$ cat src/rtl/flash_cmd_cfg.svh
// Constants for the parallel flash command-sequence host controller
`ifndef FLASH_CMD_CFG_SVH
`define FLASH_CMD_CFG_SVH

// ----------------------------------------------------------------
// Command addresses and data
// ----------------------------------------------------------------
`define UNLOCK_ADDR1 20'h0_0555
`define UNLOCK_ADDR2 20'h0_02AA
`define UNLOCK_DATA1 8'hAA
`define UNLOCK_DATA2 8'h55
`define CMD_PROGRAM 8'hA0
`define CMD_ERASE_SETUP 8'h80
`define CMD_SECTOR_ERASE 8'h30
`define CMD_BLOCK_ERASE 8'h50
`define CMD_CHIP_ERASE 8'h10
`define CMD_SUSPEND 8'hB0
`define CMD_RESUME 8'h30
`define CMD_SECID_QUERY 8'h88
`define CMD_SECID_PROGRAM 8'hA5
`define CMD_SECID_LOCK 8'h85
`define CMD_SWID_ENTRY 8'h90
`define CMD_CFI_ENTRY 8'h98
`define CMD_EXIT 8'hF0
`define SECID_LOCK_DATA 16'h0000

// ----------------------------------------------------------------
// Address fields
// ----------------------------------------------------------------
`define BANK_HI 19
`define BANK_LO 18
`define SECTOR_LO 11
`define BLOCK_LO 15
`define SECID_BOTTOM_BASE 20'h0_0000
`define SECID_TOP_BASE 20'hC_0000
`define SECID_USER_OFS 20'h0_0010
`define SECID_LOCK_OFS 20'h0_00FF
`define LOCK_STATE_BIT 3

// ----------------------------------------------------------------
// Bus timing, in ns and cycles at 100 MHz
// ----------------------------------------------------------------
`define CLK_PERIOD_NS 10
`define WE_LOW_NS 40
`define WE_HIGH_NS 30
`define RD_ACCESS_NS 70
`define WE_LOW_CYC ((`WE_LOW_NS + `CLK_PERIOD_NS - 1) / `CLK_PERIOD_NS)
`define WE_HIGH_CYC ((`WE_HIGH_NS + `CLK_PERIOD_NS - 1) / `CLK_PERIOD_NS)
`define RD_ACCESS_CYC ((`RD_ACCESS_NS + `CLK_PERIOD_NS - 1) / `CLK_PERIOD_NS + 2)

`endif

$ cat src/rtl/flash_cmd_pkg.sv
// Types shared by the flash command host controller
package flash_cmd_pkg;

  // Host command codes
  typedef enum logic [3:0] {
    OP_PROGRAM = 4'h0,
    OP_SECTOR_ERASE = 4'h1,
    OP_BLOCK_ERASE = 4'h2,
    OP_CHIP_ERASE = 4'h3,
    OP_SUSPEND = 4'h4,
    OP_RESUME = 4'h5,
    OP_SECID_QUERY = 4'h6,
    OP_SECID_PROGRAM = 4'h7,
    OP_SECID_LOCK = 4'h8,
    OP_SWID_ENTRY = 4'h9,
    OP_CFI_ENTRY = 4'hA,
    OP_EXIT_LONG = 4'hB,
    OP_EXIT_SHORT = 4'hC,
    OP_READ = 4'hD,
    OP_ABORT = 4'hE
  } op_e;

  // One host request
  typedef struct packed {
    op_e op;
    logic [19:0] addr;
    logic [15:0] data;
  } req_s;

  // One bus write cycle
  typedef struct packed {
    logic [19:0] addr;
    logic [15:0] data;
  } cycle_s;

endpackage

$ cat src/rtl/seq_rom.sv
// Lookup of the write cycles that make up each command sequence
module seq_rom
  import flash_cmd_pkg::*;
(
  // Clock and reset
  input wire logic clk,
  input wire logic rstn,
  // Lookup
  input wire op_e op,
  input wire logic [2:0] step,
  input wire logic [19:0] req_addr,
  input wire logic [15:0] req_data,
  // Registered result
  output cycle_s cycle_q,
  output logic last_q
);
`include "flash_cmd_cfg.svh"

  // ----------------------------------------------------------------
  // Combinational table
  // ----------------------------------------------------------------
  cycle_s cyc_d; // Next cycle contents
  logic last_d; // Step is the final write
  logic [2:0] nwr; // Writes in this sequence
  logic [19:0] bank_base; // Bank bits with zeros below

  // Cycle selection by command and step
  always_comb begin
    bank_base = '0;
    bank_base[`BANK_HI:`BANK_LO] = req_addr[`BANK_HI:`BANK_LO];
    cyc_d = '{addr: `UNLOCK_ADDR1, data: {8'h00, `UNLOCK_DATA1}};
    nwr = 3'd3;
    case (op)
      OP_PROGRAM, OP_SECID_PROGRAM, OP_SECID_LOCK: nwr = 3'd4;
      OP_SECTOR_ERASE, OP_BLOCK_ERASE, OP_CHIP_ERASE: nwr = 3'd6;
      OP_SUSPEND, OP_RESUME, OP_EXIT_SHORT: nwr = 3'd1;
      default: nwr = 3'd3;
    endcase
    // Unlock pair opens every long sequence, again at 3 and 4 for erase
    if (step == 3'd1 || step == 3'd4) begin
      cyc_d = '{addr: `UNLOCK_ADDR2, data: {8'h00, `UNLOCK_DATA2}};
    end else if (step == 3'd3) begin
      cyc_d = '{addr: `UNLOCK_ADDR1, data: {8'h00, `UNLOCK_DATA1}};
    end
    case (op)
      OP_PROGRAM: begin
        if (step == 3'd2) cyc_d.data = {8'h00, `CMD_PROGRAM};
        if (step == 3'd3) cyc_d = '{addr: req_addr, data: req_data};
      end
      OP_SECTOR_ERASE, OP_BLOCK_ERASE, OP_CHIP_ERASE: begin
        if (step == 3'd2) cyc_d.data = {8'h00, `CMD_ERASE_SETUP};
        if (step == 3'd5 && op == OP_SECTOR_ERASE) begin
          cyc_d = '{addr: {req_addr[19:`SECTOR_LO], 11'h000},
                    data: {8'h00, `CMD_SECTOR_ERASE}};
        end
        if (step == 3'd5 && op == OP_BLOCK_ERASE) begin
          cyc_d = '{addr: {req_addr[19:`BLOCK_LO], 15'h0000},
                    data: {8'h00, `CMD_BLOCK_ERASE}};
        end
        if (step == 3'd5 && op == OP_CHIP_ERASE) begin
          cyc_d = '{addr: `UNLOCK_ADDR1, data: {8'h00, `CMD_CHIP_ERASE}};
        end
      end
      OP_SUSPEND: cyc_d = '{addr: req_addr, data: {8'h00, `CMD_SUSPEND}};
      OP_RESUME: cyc_d = '{addr: req_addr, data: {8'h00, `CMD_RESUME}};
      OP_EXIT_SHORT: cyc_d = '{addr: req_addr, data: {8'h00, `CMD_EXIT}};
      OP_SECID_QUERY: begin
        if (step == 3'd2) cyc_d.data = {8'h00, `CMD_SECID_QUERY};
      end
      OP_SECID_PROGRAM: begin
        if (step == 3'd2) cyc_d.data = {8'h00, `CMD_SECID_PROGRAM};
        if (step == 3'd3) cyc_d = '{addr: req_addr, data: req_data};
      end
      OP_SECID_LOCK: begin
        if (step == 3'd2) cyc_d.data = {8'h00, `CMD_SECID_LOCK};
        if (step == 3'd3) cyc_d = '{addr: req_addr, data: `SECID_LOCK_DATA};
      end
      OP_SWID_ENTRY: begin
        if (step == 3'd2) begin
          cyc_d = '{addr: bank_base | `UNLOCK_ADDR1,
                    data: {8'h00, `CMD_SWID_ENTRY}};
        end
      end
      OP_CFI_ENTRY: begin
        if (step == 3'd2) begin
          cyc_d = '{addr: bank_base | `UNLOCK_ADDR1,
                    data: {8'h00, `CMD_CFI_ENTRY}};
        end
      end
      OP_EXIT_LONG: begin
        if (step == 3'd2) cyc_d.data = {8'h00, `CMD_EXIT};
      end
      default: cyc_d = '{addr: req_addr, data: req_data};
    endcase
    last_d = (step == nwr - 3'd1);
  end

  // ----------------------------------------------------------------
  // Output register
  // ----------------------------------------------------------------
  // Registered so the pins see stable values from the edge on which the strobe falls
  always_ff @(posedge clk) begin
    if (!rstn) begin
      cycle_q <= '0;
      last_q <= 1'b0;
    end else begin
      cycle_q <= cyc_d;
      last_q <= last_d;
    end
  end

endmodule // seq_rom

$ cat src/rtl/flash_cmd_host.sv
// Host controller that drives command sequences onto a parallel flash
module flash_cmd_host
  import flash_cmd_pkg::*;
#(
  parameter int ADDR_W = 20,
  parameter int DATA_W = 16
) (
  // Clock and reset
  input wire logic clk,
  input wire logic rstn,
  // Request port
  input wire logic req_valid,
  output logic req_ready,
  input wire req_s req,
  // Answer port
  output logic done_q,
  output logic refused_q,
  output logic [DATA_W-1:0] rdata_q,
  // Mode strap
  input wire logic word_mode,
  // Flash pins
  output logic [ADDR_W-1:0] flash_addr_q,
  input wire logic [DATA_W-1:0] flash_dq_i,
  output logic [DATA_W-1:0] flash_dq_o,
  output logic flash_dq_oe,
  output logic flash_ce_n_q,
  output logic flash_oe_n_q,
  output logic flash_we_n_q,
  output logic flash_rst_n_q,
  output logic flash_byte_n_q
);
`include "flash_cmd_cfg.svh"

  // ----------------------------------------------------------------
  // Declarations
  // ----------------------------------------------------------------
  typedef enum logic [2:0] {
    ST_IDLE = 3'b000,
    ST_SETUP = 3'b001,
    ST_WE_LOW = 3'b010,
    ST_WE_HIGH = 3'b011,
    ST_READ = 3'b100,
    ST_RESET = 3'b101
  } state_e;

  localparam logic [3:0] WE_LOW_CYC = 4'(`WE_LOW_CYC); // Strobe low time
  localparam logic [3:0] WE_HIGH_CYC = 4'(`WE_HIGH_CYC); // Strobe recovery
  localparam logic [3:0] RD_CYC = 4'(`RD_ACCESS_CYC); // Read access plus sync

  state_e state_q; // Bus sequencer state
  req_s cur_q; // Accepted request
  logic [2:0] step_q; // Write cycle index
  logic [3:0] cnt_q; // Phase timer
  logic [DATA_W-1:0] dq_s1_q; // Data pin sync stage one
  logic [DATA_W-1:0] dq_s2_q; // Data pin sync stage two
  cycle_s cycle; // Current write cycle
  logic last; // Current write is the final
  logic bad_req; // Request breaks a pin constraint

  // Cycle table, registered
  seq_rom u_seq_rom (
    .clk(clk),
    .rstn(rstn),
    .op(cur_q.op),
    .step(step_q),
    .req_addr(cur_q.addr),
    .req_data(cur_q.data),
    .cycle_q(cycle),
    .last_q(last)
  );

  // ----------------------------------------------------------------
  // Request handshake
  // ----------------------------------------------------------------
  // Ready only in idle; one request runs to completion
  assign req_ready = (state_q == ST_IDLE);
  // Lock-out in byte mode is refused rather than sent
  assign bad_req = (req.op == OP_SECID_LOCK) && !word_mode;

  // ----------------------------------------------------------------
  // Data pin synchroniser
  // ----------------------------------------------------------------
  // Flash data is asynchronous to clk, so two flops before use
  always_ff @(posedge clk) begin
    if (!rstn) begin
      dq_s1_q <= '0;
      dq_s2_q <= '0;
    end else begin
      dq_s1_q <= flash_dq_i;
      dq_s2_q <= dq_s1_q;
    end
  end

  // ----------------------------------------------------------------
  // Sequencer
  // ----------------------------------------------------------------
  // Every sequence is emitted whole; a partial one would leave the
  // device decoder mid-sequence until a mismatch drops it back
  always_ff @(posedge clk) begin
    if (!rstn) begin
      state_q <= ST_IDLE;
      cur_q <= '0;
      step_q <= '0;
      cnt_q <= '0;
      done_q <= 1'b0;
      refused_q <= 1'b0;
      rdata_q <= '0;
    end else begin
      done_q <= 1'b0;
      refused_q <= 1'b0;
      case (state_q)
        ST_IDLE: begin
          cnt_q <= '0;
          step_q <= '0;
          if (req_valid) begin
            cur_q <= req;
            if (bad_req) begin
              refused_q <= 1'b1;
            end else if (req.op == OP_READ) begin
              state_q <= ST_READ;
            end else if (req.op == OP_ABORT) begin
              state_q <= ST_RESET;
            end else begin
              state_q <= ST_SETUP;
            end
          end
        end
        // Table output settles one cycle after step changes
        ST_SETUP: begin
          state_q <= ST_WE_LOW;
          cnt_q <= '0;
        end
        ST_WE_LOW: begin
          cnt_q <= cnt_q + 4'd1;
          if (cnt_q == WE_LOW_CYC - 4'd1) begin
            state_q <= ST_WE_HIGH;
            cnt_q <= '0;
          end
        end
        ST_WE_HIGH: begin
          cnt_q <= cnt_q + 4'd1;
          if (cnt_q == WE_HIGH_CYC - 4'd1) begin
            cnt_q <= '0;
            if (last) begin
              state_q <= ST_IDLE;
              done_q <= 1'b1;
            end else begin
              step_q <= step_q + 3'd1;
              state_q <= ST_SETUP;
            end
          end
        end
        // Array or ID/status read; address supplies the map location
        ST_READ: begin
          cnt_q <= cnt_q + 4'd1;
          if (cnt_q == RD_CYC - 4'd1) begin
            rdata_q <= dq_s2_q;
            done_q <= 1'b1;
            state_q <= ST_IDLE;
          end
        end
        // Reset pulse on the flash reset pin
        ST_RESET: begin
          cnt_q <= cnt_q + 4'd1;
          if (cnt_q == RD_CYC - 4'd1) begin
            done_q <= 1'b1;
            state_q <= ST_IDLE;
          end
        end
        default: state_q <= ST_IDLE;
      endcase
    end
  end

  // ----------------------------------------------------------------
  // Pin drivers
  // ----------------------------------------------------------------
  // All strobes registered to avoid glitches on the flash pins
  always_ff @(posedge clk) begin
    if (!rstn) begin
      flash_addr_q <= '0;
      flash_dq_o <= '0;
      flash_dq_oe <= 1'b0;
      flash_ce_n_q <= 1'b1;
      flash_oe_n_q <= 1'b1;
      flash_we_n_q <= 1'b1;
      flash_rst_n_q <= 1'b0;
      flash_byte_n_q <= 1'b1;
    end else begin
      flash_byte_n_q <= word_mode;
      flash_rst_n_q <= (state_q != ST_RESET);
      flash_we_n_q <= !(state_q == ST_WE_LOW);
      flash_ce_n_q <= !(state_q inside {ST_SETUP, ST_WE_LOW, ST_WE_HIGH, ST_READ});
      flash_oe_n_q <= !(state_q == ST_READ);
      flash_dq_oe <= (state_q inside {ST_SETUP, ST_WE_LOW, ST_WE_HIGH});
      if (state_q == ST_READ) begin
        flash_addr_q <= cur_q.addr;
      end else begin
        // Upper bits driven from table, never floating
        flash_addr_q <= cycle.addr;
      end
      flash_dq_o <= cycle.data;
      if (!word_mode) begin
        // Byte mode: top data pin is the extra low address bit
        flash_dq_o[DATA_W-1] <= 1'b0;
      end
    end
  end

endmodule // flash_cmd_host

$ cat config.mk
export PLATFORM = sky130hd
export DESIGN_NAME = flash_cmd_host
export DESIGN_NICKNAME = d
export VERILOG_FILES = /design/src/rtl/flash_cmd_pkg.sv /design/src/rtl/seq_rom.sv /design/src/rtl/flash_cmd_host.sv
export VERILOG_INCLUDE_DIRS = /design/src /design/src/rtl
export SDC_FILE = /design/constraint.sdc
export NUM_CORES = 1
export LEC_CHECK = 0
export BUFFER_PORTS_ARGS = -buffer_cell sky130_fd_sc_hd__buf_2
export CAP_MARGIN = 15
export CORE_MARGIN = 3
export CORE_UTILIZATION = 50
export DETAILED_ROUTE_END_ITERATION = 6
export PLACE_DENSITY = 0.68
export SETUP_SLACK_MARGIN = 0.05
export SYNTH_ARGS = -nofsm -noshare
export SYNTH_HDL_FRONTEND = slang
export SYNTH_SLANG_ARGS = --single-unit
export TNS_END_PERCENT = 100
$ cat constraint.sdc
create_clock -name clk -period 2.5 [get_ports clk]
set_input_delay 0.5 -clock clk [delete_from_list [all_inputs] [get_ports clk]]
set_output_delay 0.5 -clock clk [all_outputs]
set_load 0.005 [all_outputs]
After elaboration in Yosys (flattened, before gate mapping)
Memories as Yosys holds them, arrays and structs flattened. A register that Yosys moved wholly into a read port is not among the register bits.
Index checks and enable logic that the tools add are counted.
{"block": "word_totals", "wordCells": 128, "mem_count": 1, "inputBits": 60, "register_bits": 179, "output_inout_bits": 61, "rom_bits": 48}
{"memory": "(no name shown)", "depth": 16, "word_bits": 3, "read_ports": 1, "rd_ports_with_merged_regs": 1, "wr": 0, "line_no": "seq_rom.sv:33", "source": "case (op)"}
{"block": "op_classes", "reduce_logical": 25, "eq_ne": 36, "mux": 40, "add_sub_neg": 3}
{"op": "36-bit 2-to-1 mux", "n": 8}
{"op": "16-bit case mux with 11 select lines", "n": 1}
{"op": "20-bit case mux with 7 select lines", "n": 1}
{"op": "16-bit 2-to-1 mux", "n": 6}
{"op": "4-bit == test (second input constant)", "n": 9}
{"op": "27-bit 2-to-1 mux", "n": 1}
{"op": "3-bit 2-to-1 mux", "n": 9}
{"op": "20-bit 2-to-1 mux", "n": 1}
{"op": "4-bit by 2-bit == test with 1-bit output (second input constant)", "n": 4}
{"op": "4-bit by 3-bit == test with 1-bit output (second input constant)", "n": 4}
{"op": "4-bit 2-to-1 mux", "n": 4}
{"op": "4-bit case mux with 4 select lines", "n": 1}
{"op": "3-bit case mux with 5 select lines", "n": 1}
{"op": "3-bit by 2-bit == test with 1-bit output (second input constant)", "n": 4}
{"op": "3-bit == test (second input constant)", "n": 4}
{"op": "2-bit != test (second input constant)", "n": 5}
{"op": "4-bit nonzero test", "n": 2}
{"op": "3-bit by 1-bit == test with 1-bit output (second input constant)", "n": 2}
{"op": "3-bit case mux with 2 select lines", "n": 1}
{"op": "2-bit AND reduction", "n": 3}
{"op": "3-bit AND reduction", "n": 2}
{"op": "2-bit OR reduction", "n": 3}
{"op": "1-bit 2-to-1 mux", "n": 5}
{"op": "5-bit AND reduction", "n": 1}
{"op": "other kinds (16)", "n": 22}

Longest topological paths before layout
Gate-level depths: netlist of run 1.
{"block": "depth", "ltp_word": 8, "mapped_depth": 11, "ltp_nobuf": 7}

Modules after synthesis
Synthesis of run 1 repeated with hierarchy kept, for this count alone.
{"block": "unflattened", "hier_cells": 803, "hier_area_um2": 6885.4}
{"mod": "flash_cmd_host", "seq_area_each_um2": 2842.7, "instances": 1, "cells_per_inst": 536, "area_each_um2": 4762.1}
{"mod": "seq_rom", "seq_area_each_um2": 740.7, "instances": 1, "cells_per_inst": 267, "area_each_um2": 2123.3}

Least setup slack after synthesis of run 1
OpenSTA, ideal clock, no wires.
{"block": "synth_path", "kind": "reg-to-reg", "start": "reg step_q[2]", "end": "reg u_seq_rom.cycle_q[4] (netlist bit)", "stages_incl_launch_ff": 11, "n_path_buf": 4, "setup_slack_ns": 0.435, "period_less_slack_ns": 2.065, "arrival_time_ns": 1.990, "setup_time_ns": 0.074, "required_time_ns": 2.426, "path_cell_list": "dfxtp_1 -> buf_2 -> buf_2 -> inv_1 -> ha_1 -> clkbuf_1 -> inv_1 -> clkbuf_1 -> a32oi_1 -> o32a_1 -> a31oi_1"}
{"block": "synth_between", "elab_chain_cells": 8, "elab_cells_between_ends": 25, "cone_classes": "eq/ne: 5; mux: 16; reduce/logical: 4"}
{"element": "start, declared", "line_no": "flash_cmd_host.sv:52", "source": "logic [2:0] step_q;"}
{"element": "start signal, assigned", "line_no": "flash_cmd_host.sv:148", "source": "step_q <= step_q + 3'd1;"}
{"element": "3-bit by 1-bit == test with 1-bit output / 3-bit == test (equally long branches)", "line_no": "seq_rom.sv:40", "source": "if (step == 3'd1 || step == 3'd4) begin"}
{"element": "1-bit logical OR", "line_no": "seq_rom.sv:40"}
{"element": "27-bit 2-to-1 mux", "line_no": "seq_rom.sv:40"}
{"element": "16-bit 2-to-1 mux", "line_no": "seq_rom.sv:51", "source": "if (step == 3'd2) cyc_d.data = {8'h00, `CMD_ERASE_SETUP};"}
{"element": "36-bit 2-to-1 mux", "line_no": "seq_rom.sv:52", "source": "if (step == 3'd5 && op == OP_SECTOR_ERASE) begin"}
{"element": "36-bit 2-to-1 mux", "line_no": "seq_rom.sv:56", "source": "if (step == 3'd5 && op == OP_BLOCK_ERASE) begin"}
{"element": "36-bit 2-to-1 mux", "line_no": "seq_rom.sv:60", "source": "if (step == 3'd5 && op == OP_CHIP_ERASE) begin"}
{"element": "16-bit case mux with 11 select lines (*)", "line_no": "seq_rom.sv:45", "source": "case (op)"}
{"element": "end signal, assigned", "line_no": "seq_rom.sv:107", "source": "cycle_q <= cyc_d;"}
{"element": "end, declared", "line_no": "seq_rom.sv:14", "source": "output cycle_s cycle_q,"}
Mark *: on every way between the ends. The rest lies on a longest branch, timed or not.
A chain may end at the register's enable or synchronous reset.

Worst setup path in the final report of run 1
{"block": "layout_path", "start": "reg step_q[0]", "end": "reg u_seq_rom.cycle_q[24] (netlist bit)"}
{"block": "layout_between", "elab_chain_cells": 7, "elab_cells_between_ends": 19, "cone_classes": "eq/ne: 5; mux: 10; reduce/logical: 4"}
{"element": "3-bit by 1-bit == test with 1-bit output / 3-bit == test (equally long branches)", "line_no": "seq_rom.sv:40"}
{"element": "1-bit logical OR", "line_no": "seq_rom.sv:40"}
{"element": "27-bit 2-to-1 mux", "line_no": "seq_rom.sv:40"}
{"element": "36-bit 2-to-1 mux", "line_no": "seq_rom.sv:52"}
{"element": "36-bit 2-to-1 mux", "line_no": "seq_rom.sv:56"}
{"element": "36-bit 2-to-1 mux", "line_no": "seq_rom.sv:60"}
{"element": "20-bit case mux with 7 select lines (*)", "line_no": "seq_rom.sv:45"}
Marked as above.

==> results of run 1 <==
-- worst max-delay path, cell delays in order (launching register included) --
cell      delay (ns)
dfxtp_1         0.47
inv_1           0.13
ha_1            0.29
nor3b_1         0.34
a211oi_1        0.09
o31ai_1         0.26
nand3_1         0.24
o221a_2         0.31
-- how the worst max path moves through the flow --
stage	startpoint	to	depth (start not counted)
floorplan	step_q[2]	u_seq_rom.cycle_q[4]	10
global placement	step_q[1]	u_seq_rom.cycle_q[35]	7
detailed placement	step_q[0]	u_seq_rom.cycle_q[22]	7
CTS	step_q[0]	u_seq_rom.cycle_q[24]	7
global route	step_q[0]	u_seq_rom.cycle_q[2]	7
finish	step_q[0]	u_seq_rom.cycle_q[24]	7
-- metal layers --
layer  global-route usage  up-vias  part of all wire
li1                     -     2972                 -
met1                0.266     2778              0.43
met2                0.366      165              0.49
met3               0.0533       15             0.055
met4               0.0651        0             0.016
met5                    0        -                 0
-- registers in the layout, indices dropped and copies added (netlist names), 4 cells and up --
signal and cells:
dq_s1_q 16, rdata_q 16, u_seq_rom.cycle_q 36, cur_q 40
flash_addr_q 20, cnt_q 4, dq_s2_q 16, flash_dq_o 16
-- metrics by stage --
step           worst slack [ns]  std cells   util  hold WS, ns  instance area [µm²]
2_1_floorplan             0.435        819      -        0.412                 7080
3_3_place_gp              0.413       1082  0.580        0.414                 7860
3_5_place_dp              0.297       1082  0.580        0.419                 7860
4_1_cts                   0.277       1114  0.626        0.258                 8490
5_1_grt                   0.119       1114  0.626        0.258                 8490
6_report                  0.255       1114  0.626        0.276                 8490
-- cell families (layout without fill, tap and decap cells) --
group,count (synthesis),count (layout),synth area share
flip-flops,182,182,0.515
AO/OA/AOI/OAI,196,196,0.176
adder cells (fa/ha/maj),11,11,0.0194
XOR/XNOR,6,6,0.00742
buffers and inverters,81,200,0.0467
AND/OR/NAND/NOR,339,339,0.230
multiplexers,4,4,0.00601
-- final cells by class --
class / instances / area share
Sequential cell: 182 / 0.429
Multi-Input combinational cell: 556 / 0.367
Clock buffer: 17 / 0.0501
Timing Repair Buffer: 144 / 0.0935
Clock inverter: 15 / 0.0234
Tap cell: 176 / 0.0260
Inverter: 24 / 0.0106
-- power by group through the flow --
stage / Sequential [W] / Clock, W / Combinational, W
after CTS: 0.00317 / 0.00283 / 0.000748
after global placement: 0.00323 / 0 / 0.000726
after detailed placement: 0.00324 / 0 / 0.000745
after floorplan: 0.00319 / 0 / 0.000524
after global routing: 0.00319 / 0.00297 / 0.000829
final: 0.00317 / 0.00278 / 0.000747
-- layout by cell type (no fill, tap or decap), drive strengths merged, types with 8 or more instances in the layout --
cell type and n:
nand2 186, dfxtp 182, buf 144, a21oi 91
and2 54, inv 35, o21ai 21, a21boi 20
nor2 19, and3 17, clkbuf 17, nand3 13
ha 11, nand2b 10, a21o 8, o221a 8
a31oi 8, nor2b 8
==> summary.txt, run 1 <==
Outcome
  – Run status: complete, no violations

Clocking
  – Clock Tree Buf Depth: 2
  – Clock Sinks: 182
  – CTS tree: built
  – Hold-fix buffers, CTS: 0
  – Post-CTS Setup Bufs: 0
  – Worst-Skew Late Latency: 0.42 ns
  – CTS buffer count: 17
  – CTS root buf: clkbuf_16
  – Post_cts resized: 0
  – Worst-path clk slew: 0.07 ns
  – CTS H-tree depth: 4

Timing
  – Setup tns final: 0 ns
  – Hold Fails Final Rpt: 0
  – Clk_skew: 0.0101 ns
  – Slew HR: 0.586
  – Pins Over Slew Limit: 0
  – RSZ-0062 raised after global routing: no
  – Slew @ Worst Pin: 0.616 ns
  – Tcrit/Tclk final: 0.898
  – Minimum clock period: about 2.2 ns
  – Fmax: around 450 MHz
  – Finish-stage setup viols: 0

Route
  – WL/cell: about 15 µm
  – DR vias/cell: roughly 5.3
  – DRT antenna net count: 0
  – Via Count: between 5000 and 6000
  – Drc violations: 0
  – Pre-Repair DR Iteration Count: 5
  – DR iter-0 viols: 399
  – Routed WL: 16800 µm

Pwr
  – Total power: 0.00670 W
  – Combinational power share: 0.111
  – NetSw: 0.00177 W
  – Internal power: 0.00493 W
  – Leak pwr: 3.62 nW
  – Sequential share of power: 0.473
  – Power per Cell Area: approximately 800 nW/µm²
  – Largest vdd supply drop: 492 µV
  – Clk network pwr share: 0.415
  – Switching Share: 0.265

Cells and area
  – Share of layout cells above drive strength 1: 0.208
  – Number of diodes: 0
  – Filler cells: 1199
  – Register Area: 3640 µm²
  – Area Overhead vs Synth: 19.9%
  – Layout Nets: 996
  – Footprint of the multi-input gates: 3110 µm²

Placed design
  – Gpl congestion: a little under 0.9
  – Port Buffers: 120
  – Post-detail-place hpwl: 11800 µm

Worst setup path
  – Setup CP Type: flop to flop
  – Crit end category: flop
  – Worst reg-to-reg setup slack: 0.26 ns
  – Startpoint Class: flop
  – Crit path required time: 2.81 ns
  – Arr. time, crit path: 2.55 ns
  – Crit path max fanout: 7
  – FF-to-FF End: u_seq_rom.cycle_q[24]
  – FF-to-FF Start: step_q[0]
  – Path depth of the worst reg2reg path: 7

GRT
  – Antenna violations before repair: 0
  – GR Util All Layers: 0.214
  – First-pass GRT wire length: approximately 27000 µm
  – Number of global-route vias before repair: between 5000 and 6000
  – Total gr overflow: 0
  – Largest net degree at the start of global routing: 66

Logic synthesis
  – Syn Inst Count: around 820
  – Number of flops mapped to enable cells by yosys: 0
  – Register area share after synthesis: 0.515
  – Count of cell types in the netlist: 65
  – Synth top area share: 0.515
  – Yosys warns: 0
  – Synth Flop Type: dfxtp_1
  – Top-count cell post-synth: nand2_1
  – Commonest cells post-synth: nand2_1, dfxtp_1, a21oi_1
  – Avg Inst Size Synth: 8.64 µm²
  – Yosys reg bits: roughly 180
  – Post-Syn Area: 7080 µm²
  – Syn nets: a little under 900
  – Fraction of registers with async set/reset: 0
  – Ranking of synthesized cells by area: dfxtp_1, nand2_1, a21oi_1, and2_1, a21boi_0
  – Yosys top cell by area: dfxtp_1

Min path
  – Min-delay worst type: primary input to flop
  – WHS Endpoint: dq_s1_q[1]
  – Hold path depth: 2
  – Hold wc startpoint: flash_dq_i[1]

Floorplanning
  – Initial Util: 0.522
  – Die ar.: 15600 µm²
  – Area of the core: 13600 µm²
  – Vert. Die Dim: 125 µm
  – Row cnt: 42
  – Die width: between 100 and 150 µm
  – Io pins: 121

Run
  – Max-cap violations: 0
Note: power is estimated with default switching activity, not from simulation.
==> run 2: changes to the inputs <==
- CORE_MARGIN: 3 -> unset
- clock period: 2.5 -> 2.7 ns (I/O delays scaled with it)
==> run 2 against run 1 <==
  * Sequential share of layout area increased by 0.47 points
  * Utilization decreased by 1.9 points
  * Maximum frequency decreased by 3.6%
  * Worst setup slack improved by 0.12 ns
  * Highest routed layer unchanged
  * Critical path type unchanged
  * Final area decreased by 1.1%
  * Die area decreased by 6.3%
==> summary.txt, run 2 (same netlist as run 1, synthesis figures left out) <==
Route
  – Routed WL: 16500 µm (-1.7%)
  – Pre-Repair DR Iteration Count: 5 (unchanged)
  – Drc violations: 0 (unchanged)
  – DR vias/cell: 5.30 (-0.39%)
  – Via Count: 5891 (-0.66%)
  – WL/cell: 14.8 µm (-1.5%)
  – DRT antenna net count: 0 (unchanged)
  – DR iter-0 viols: 403 (+1.0%)

Worst setup path
  – Arr. time, crit path: 2.70 ns (+0.15 ns)
  – Crit path max fanout: 23 (+16)
  – Setup CP Type: flop to flop
  – Capture point of the worst path: u_seq_rom.cycle_q[28]
  – FF-to-FF End: u_seq_rom.cycle_q[28]
  – FF-to-FF Start: cur_q[38]
  – Max stage delay cell, worst path: dfxtp_1
  – Slowest stage delay, CP: 0.83 ns (+0.36 ns)
  – Crit end category: flop
  – Startpoint Class: flop
  – Critical path, cell by cell: nor2b_1 -> a31oi_1 -> nand2b_1 -> a21oi_1 -> and2_1
  – Path depth of the worst reg2reg path: 5 (-2)
  – Critical path origin: cur_q[38]
  – Crit path required time: 3.07 ns (+0.26 ns)
  – Crit-path leading delay family: flip-flops
  – Critical path depth in cells: 5 (-2)
  – Crit path buffers/inverters: 0 (-1)
  – Worst reg-to-reg setup slack: 0.37 ns (+0.12 ns)

GRT
  – Largest net degree at the start of global routing: 46 (-30%)
  – Total gr overflow: 0 (unchanged)
  – First-pass GRT wire length: 26700 µm (-2.2%)
  – GR Util All Layers: 0.233 (+0.0199)
  – Antenna violations before repair: 1 (+1)
  – Number of global-route vias before repair: 5491 (-2.0%)

Floorplanning
  – Io pins: 121 (unchanged)
  – Row cnt: 43 (+2.4%)
  – Vert. Die Dim: 121 µm (-3.2%)
  – Die ar.: 14600 µm² (-6.3%)
  – Initial Util: 0.512 (-0.0102)
  – Area of the core: 13800 µm² (+2.0%)
  – Die width: 121 µm (-3.2%)

Cells and area
  – Largest regs: cur_q: 40 flops, u_seq_rom.cycle_q: 36 flops, flash_addr_q: 20 flops
  – Area Overhead vs Synth: 18.6%
  – Largest register FFs: 40 (unchanged)
  – Filler cells: 1218 (+1.6%)
  – Reg with most FFs: cur_q
  – Layout Nets: 989 (-0.70%)
  – Share of layout cells above drive strength 1: 0.198 (-0.0100)
  – Most frequent cells in the layout: nand2_1, dfxtp_1, buf_2, a21oi_1, and2_1
  – Most common cell after layout, fill and taps aside: nand2_1

Timing
  – Slew @ Worst Pin: 0.985 ns (+0.369 ns)
  – Fmax: 430 MHz (-3.6%)
  – RSZ-0062 raised after global routing: no
  – Minimum clock period: 2.33 ns (+0.0833 ns)
  – Clk_skew: 0.0146 ns (+0.00447 ns)
  – Setup tns final: 0 ns (unchanged)
  – Slew HR: 0.341 (-0.245)
  – Tcrit/Tclk final: 0.862 (-0.0357)
  – Hold Fails Final Rpt: 0 (unchanged)
  – Pins Over Slew Limit: 0 (unchanged)
  – Finish-stage setup viols: 0 (unchanged)

Clocking
  – Post-CTS Setup Bufs: 0 (unchanged)
  – Clock Sinks: 182 (unchanged)
  – Post_cts resized: 0 (unchanged)
  – CTS buffer count: 17 (unchanged)
  – Worst-Skew Late Latency: 0.43 ns (about the same)
  – Worst-path clk slew: 0.07 ns (about the same)
  – CTS H-tree depth: 4 (unchanged)
  – Hold-fix buffers, CTS: 0 (unchanged)
  – Clock Tree Buf Depth: 2 (unchanged)
  – CTS root buf: clkbuf_16
  – CTS tree: built

Run
  – Max-cap violations: 0 (unchanged)

Pwr
  – Total power: 0.00610 W (-9.0%)
  – Largest vdd supply drop: 409 µV (-17%)
  – Leak pwr: 3.56 nW (-1.7%)
  – Power per Cell Area: 726 nW/µm² (-8.0%)

Min path
  – Min-delay worst type: primary input to flop
  – Hold wc startpoint: flash_dq_i[5]

Placed design
  – Port Buffers: 120 (unchanged)
  – Gpl congestion: 0.851 (-4.3%)
  – Post-detail-place hpwl: 11300 µm (-3.7%)

Outcome
  – Run status: complete, no violations
[run 2: layout make-up]
| type | instances | area, µm² | share of cell area |
|---|---|---|---|
| multi-input combinational | 556 | 3110 | 0.371 |
| inverter | 24 | 90.1 | 0.0107 |
| clock buffer | 21 | 450 | 0.0537 |
| antenna | 1 | 2.50 | 0.000298 |
| timing repair buffer | 137 | 728 | 0.0867 |
| clock inverter | 10 | 140 | 0.0167 |
| tap | 180 | 225 | 0.0268 |
| sequential | 182 | 3640 | 0.434 |
[run 2: how the worst min path moves through the flow]
| stage | to | slack [ns] | cells after the start |
|---|---|---|---|
| after floorplan | dq_s2_q[0] | 0.41 | 1 |
| after global placement | dq_s2_q[4] | 0.41 | 1 |
| after detailed placement | flash_dq_o[12] | 0.42 | 1 |
| after CTS | dq_s1_q[3] | 0.30 | 2 |
| after global routing | dq_s1_q[8] | 0.30 | 2 |
| final | dq_s1_q[5] | 0.31 | 2 |
[run 2: metal layers]
| layer | GRT usage | up-vias | share of wire |
|---|---|---|---|
| met2 | 0.389 | 144 | 0.48 |
| met5 | 0 | - | 0 |
| met3 | 0.0498 | 20 | 0.042 |
| met4 | 0.0988 | 0 | 0.017 |
| li1 | - | 2957 | - |
| met1 | 0.291 | 2770 | 0.46 |
[run 2: through the flow]
| step | util | hold WS [ns] | cells | setup slack [ns] | cell area [µm²] |
|---|---|---|---|---|---|
| global route | 0.607 | 0.300 | 1111 | 0.154 | 8390 |
| floorplan | - | 0.412 | 819 | 0.635 | 7080 |
| detailed placement | 0.564 | 0.417 | 1079 | 0.393 | 7800 |
| global placement | 0.564 | 0.415 | 1079 | 0.370 | 7800 |
| finish | 0.607 | 0.310 | 1111 | 0.372 | 8390 |
| CTS | 0.607 | 0.302 | 1110 | 0.370 | 8390 |
[run 2: power breakdown]
group | internal, W | switching, W
clock | 0.00141 | 0.00107
sequential | 0.00284 | 0.000117
combinational | 0.000285 | 0.000373
total | 0.00454 | 0.00156
==> run 3: changes to the inputs <==
- PLACE_DENSITY: 0.68 -> 0.72
==> run 3 against run 2 <==
  * First-iteration DRC count fell by 13%
  * Combinational power is 6.1% higher
  * Flip-flop and latch count unchanged
  * Utilization up 0.52 points
  * Total power decreased by 1.3%
  * Critical path type unchanged
  * Critical endpoint is now u_seq_rom.cycle_q[18]
  * Largest cell class unchanged
==> summary.txt, run 3 (same netlist as run 1, synthesis figures left out) <==
Clocking
  – Clock Sinks: 182 (unchanged)
  – Post-CTS Setup Bufs: 0 (unchanged)
  – Clock Tree Buf Depth: 2 (unchanged)
  – CTS buffer count: 17 (unchanged)
  – Hold-fix buffers, CTS: 0 (unchanged)
  – Post_cts resized: 0 (unchanged)
  – CTS root buf: clkbuf_16
  – CTS H-tree depth: 4 (unchanged)
  – Worst-path clk slew: 0.07 ns (about the same)
  – CTS tree: built
  – Worst-Skew Late Latency: 0.43 ns (about the same)

Route
  – Pre-Repair DR Iteration Count: 7 (+2)
  – Routed WL: 16100 µm (-2.2%)
  – WL/cell: 14.4 µm (-2.8%)
  – Drc violations: 0 (unchanged)
  – DR iter-0 viols: 350 (-13%)
  – Via Count: 5894 (+0.051%)
  – DR vias/cell: 5.27 (-0.58%)
  – DRT antenna net count: 0 (unchanged)

GRT
  – Largest net degree at the start of global routing: 101 (+120%)
  – Total gr overflow: 0 (unchanged)
  – GR Util All Layers: 0.226 (-0.00720)
  – Antenna violations before repair: 0 (-1)
  – Number of global-route vias before repair: 5205 (-5.2%)
  – First-pass GRT wire length: 25700 µm (-3.9%)

Cells and area
  – Largest register FFs: 40 (unchanged)
  – Most common cell after layout, fill and taps aside: nand2_1
  – Most frequent cells in the layout: nand2_1, dfxtp_1, buf_2, a21oi_1, and2_1
  – Largest regs: cur_q: 40 flops, u_seq_rom.cycle_q: 36 flops, flash_addr_q: 20 flops
  – Reg with most FFs: cur_q
  – Post-Route Utilization: 0.612 (+0.00525)
  – Number of diodes: 0 (-1)
  – Cell Count, Final, Fillers Out: 1118 (+0.63%)
  – Layout Nets: 996 (+0.71%)
  – Share of layout cells above drive strength 1: 0.207 (+0.00897)
  – Design area: 8470 µm² (+0.86%)
  – Area Overhead vs Synth: 19.6%

Worst setup path
  – Worst reg-to-reg setup slack: 0.49 ns (+0.12 ns)
  – Crit path required time: 3.02 ns (-0.05 ns)
  – Critical path origin: step_q[0]
  – Crit end category: flop
  – Startpoint Class: flop
  – Crit path max fanout: 7 (-70%)
  – FF-to-FF Start: step_q[0]
  – Setup CP Type: flop to flop
  – Arr. time, crit path: 2.54 ns (-0.16 ns)

Outcome
  – Run status: complete, no violations

Floorplanning
  – Vert. Die Dim: 121 µm (unchanged)
  – Area of the core: 13800 µm² (unchanged)
  – Die width: 121 µm (unchanged)
  – Initial Util: 0.512 (unchanged)
  – Row cnt: 43 (unchanged)
  – Die ar.: 14600 µm² (unchanged)
  – Io pins: 121 (unchanged)

Placed design
  – Post-detail-place hpwl: 10800 µm (-4.2%)
  – Placed cell areas: 7880 µm² (+0.99%)
  – Placed Cells: 1086 (+0.65%)
  – Port Buffers: 120 (unchanged)
  – Gpl congestion: 0.913 (+7.3%)

Timing
  – Fmax: 452 MHz (+5.2%)
  – Finish-stage setup viols: 0 (unchanged)
  – Pins Over Slew Limit: 0 (unchanged)
  – Minimum clock period: 2.21 ns (-0.116 ns)
  – Hold Fails Final Rpt: 0 (unchanged)
  – Clk_skew: 0.00999 ns (-0.00463 ns)
  – Slew HR: 0.547 (+0.207)
  – Tcrit/Tclk final: 0.819 (-0.0428)
  – Setup tns final: 0 ns (unchanged)
  – Slew @ Worst Pin: 0.676 ns (-0.310 ns)
  – RSZ-0062 raised after global routing: no

Pwr
  – Power per Cell Area: 710 nW/µm² (-2.2%)
  – Leak pwr: 3.60 nW (+1.2%)
  – Largest vdd supply drop: 494 µV (+21%)
  – Clk network pwr share: 0.398 (-0.009)
  – Switching Share: 0.272 (+0.0163)
  – Internal power: 0.00438 W (-3.5%)
  – NetSw: 0.00164 W (+4.9%)
  – Combinational power share: 0.116 (+0.008)
  – Sequential share of power: 0.487 (+0.002)

Min path
  – Hold wc startpoint: flash_dq_i[3]
  – Min-delay worst type: primary input to flop

Run
  – Max-cap violations: 0 (unchanged)
run 3: cell types whose count changed in the layout (fill, tap and decap cells not counted), moves of 2 or more:
cell / before / now
clkbuf_1: 3 / 1
buf_12: 0 / 2
clkinv_8: 1 / 4
bufinv_16: 2 / 0
buf_4: 17 / 22
inv_8: 1 / 3
run 3: cell type report:
type / instances / area, µm²
Inverter: 24 / 90.1
Multi-Input combinational cell: 556 / 3110
Sequential cell: 182 / 3640
Tap cell: 180 / 225
Timing Repair Buffer: 144 / 806
Clock buffer: 18 / 429
Clock inverter: 14 / 159
Fill cell: 1182 / 5360
run 3: routing by layer:
layer	vias to the layer above	track usage	routed length, µm
li1	2974	-	-
met1	2744	0.286	7220
met2	151	0.374	7840
met3	25	0.0540	790
met4	0	0.0841	262
met5	-	0	0
run 3: through the flow:
stage / setup slack [ns] / total power [W] / hold slack [ns]
after floorplan: 0.635 / 0.00344 / 0.412
final: 0.487 / 0.00601 / 0.304
after global placement: 0.557 / 0.00367 / 0.413
after detailed placement: 0.496 / 0.00368 / 0.417
after CTS: 0.507 / 0.00605 / 0.291
after global routing: 0.258 / 0.00628 / 0.291
run 3: power groups by stage:
stage,combinational (W),sequential [W],clock [W]
global placement,0.000691,0.00298,0
finish,0.000697,0.00293,0.00239
global route,0.000776,0.00294,0.00256
detailed placement,0.000692,0.00299,0
CTS,0.000697,0.00292,0.00243
floorplan,0.000485,0.00295,0
run 3: critical path, stage by stage (launching register included):
cell and delay (ns):
dfxtp_1 0.46, inv_1 0.13, ha_1 0.29, nor3b_1 0.36
a211oi_1 0.11, o31ai_1 0.24, nand3_1 0.22, o221a_2 0.30
run 3: worst paths after layout:
path	endpoint	cells past startpoint
worst min-delay path	dq_s1_q[3]	2
worst max register to register	u_seq_rom.cycle_q[18]	7
worst max-delay path	u_seq_rom.cycle_q[18]	7
worst min register to register	flash_dq_o[5]	1
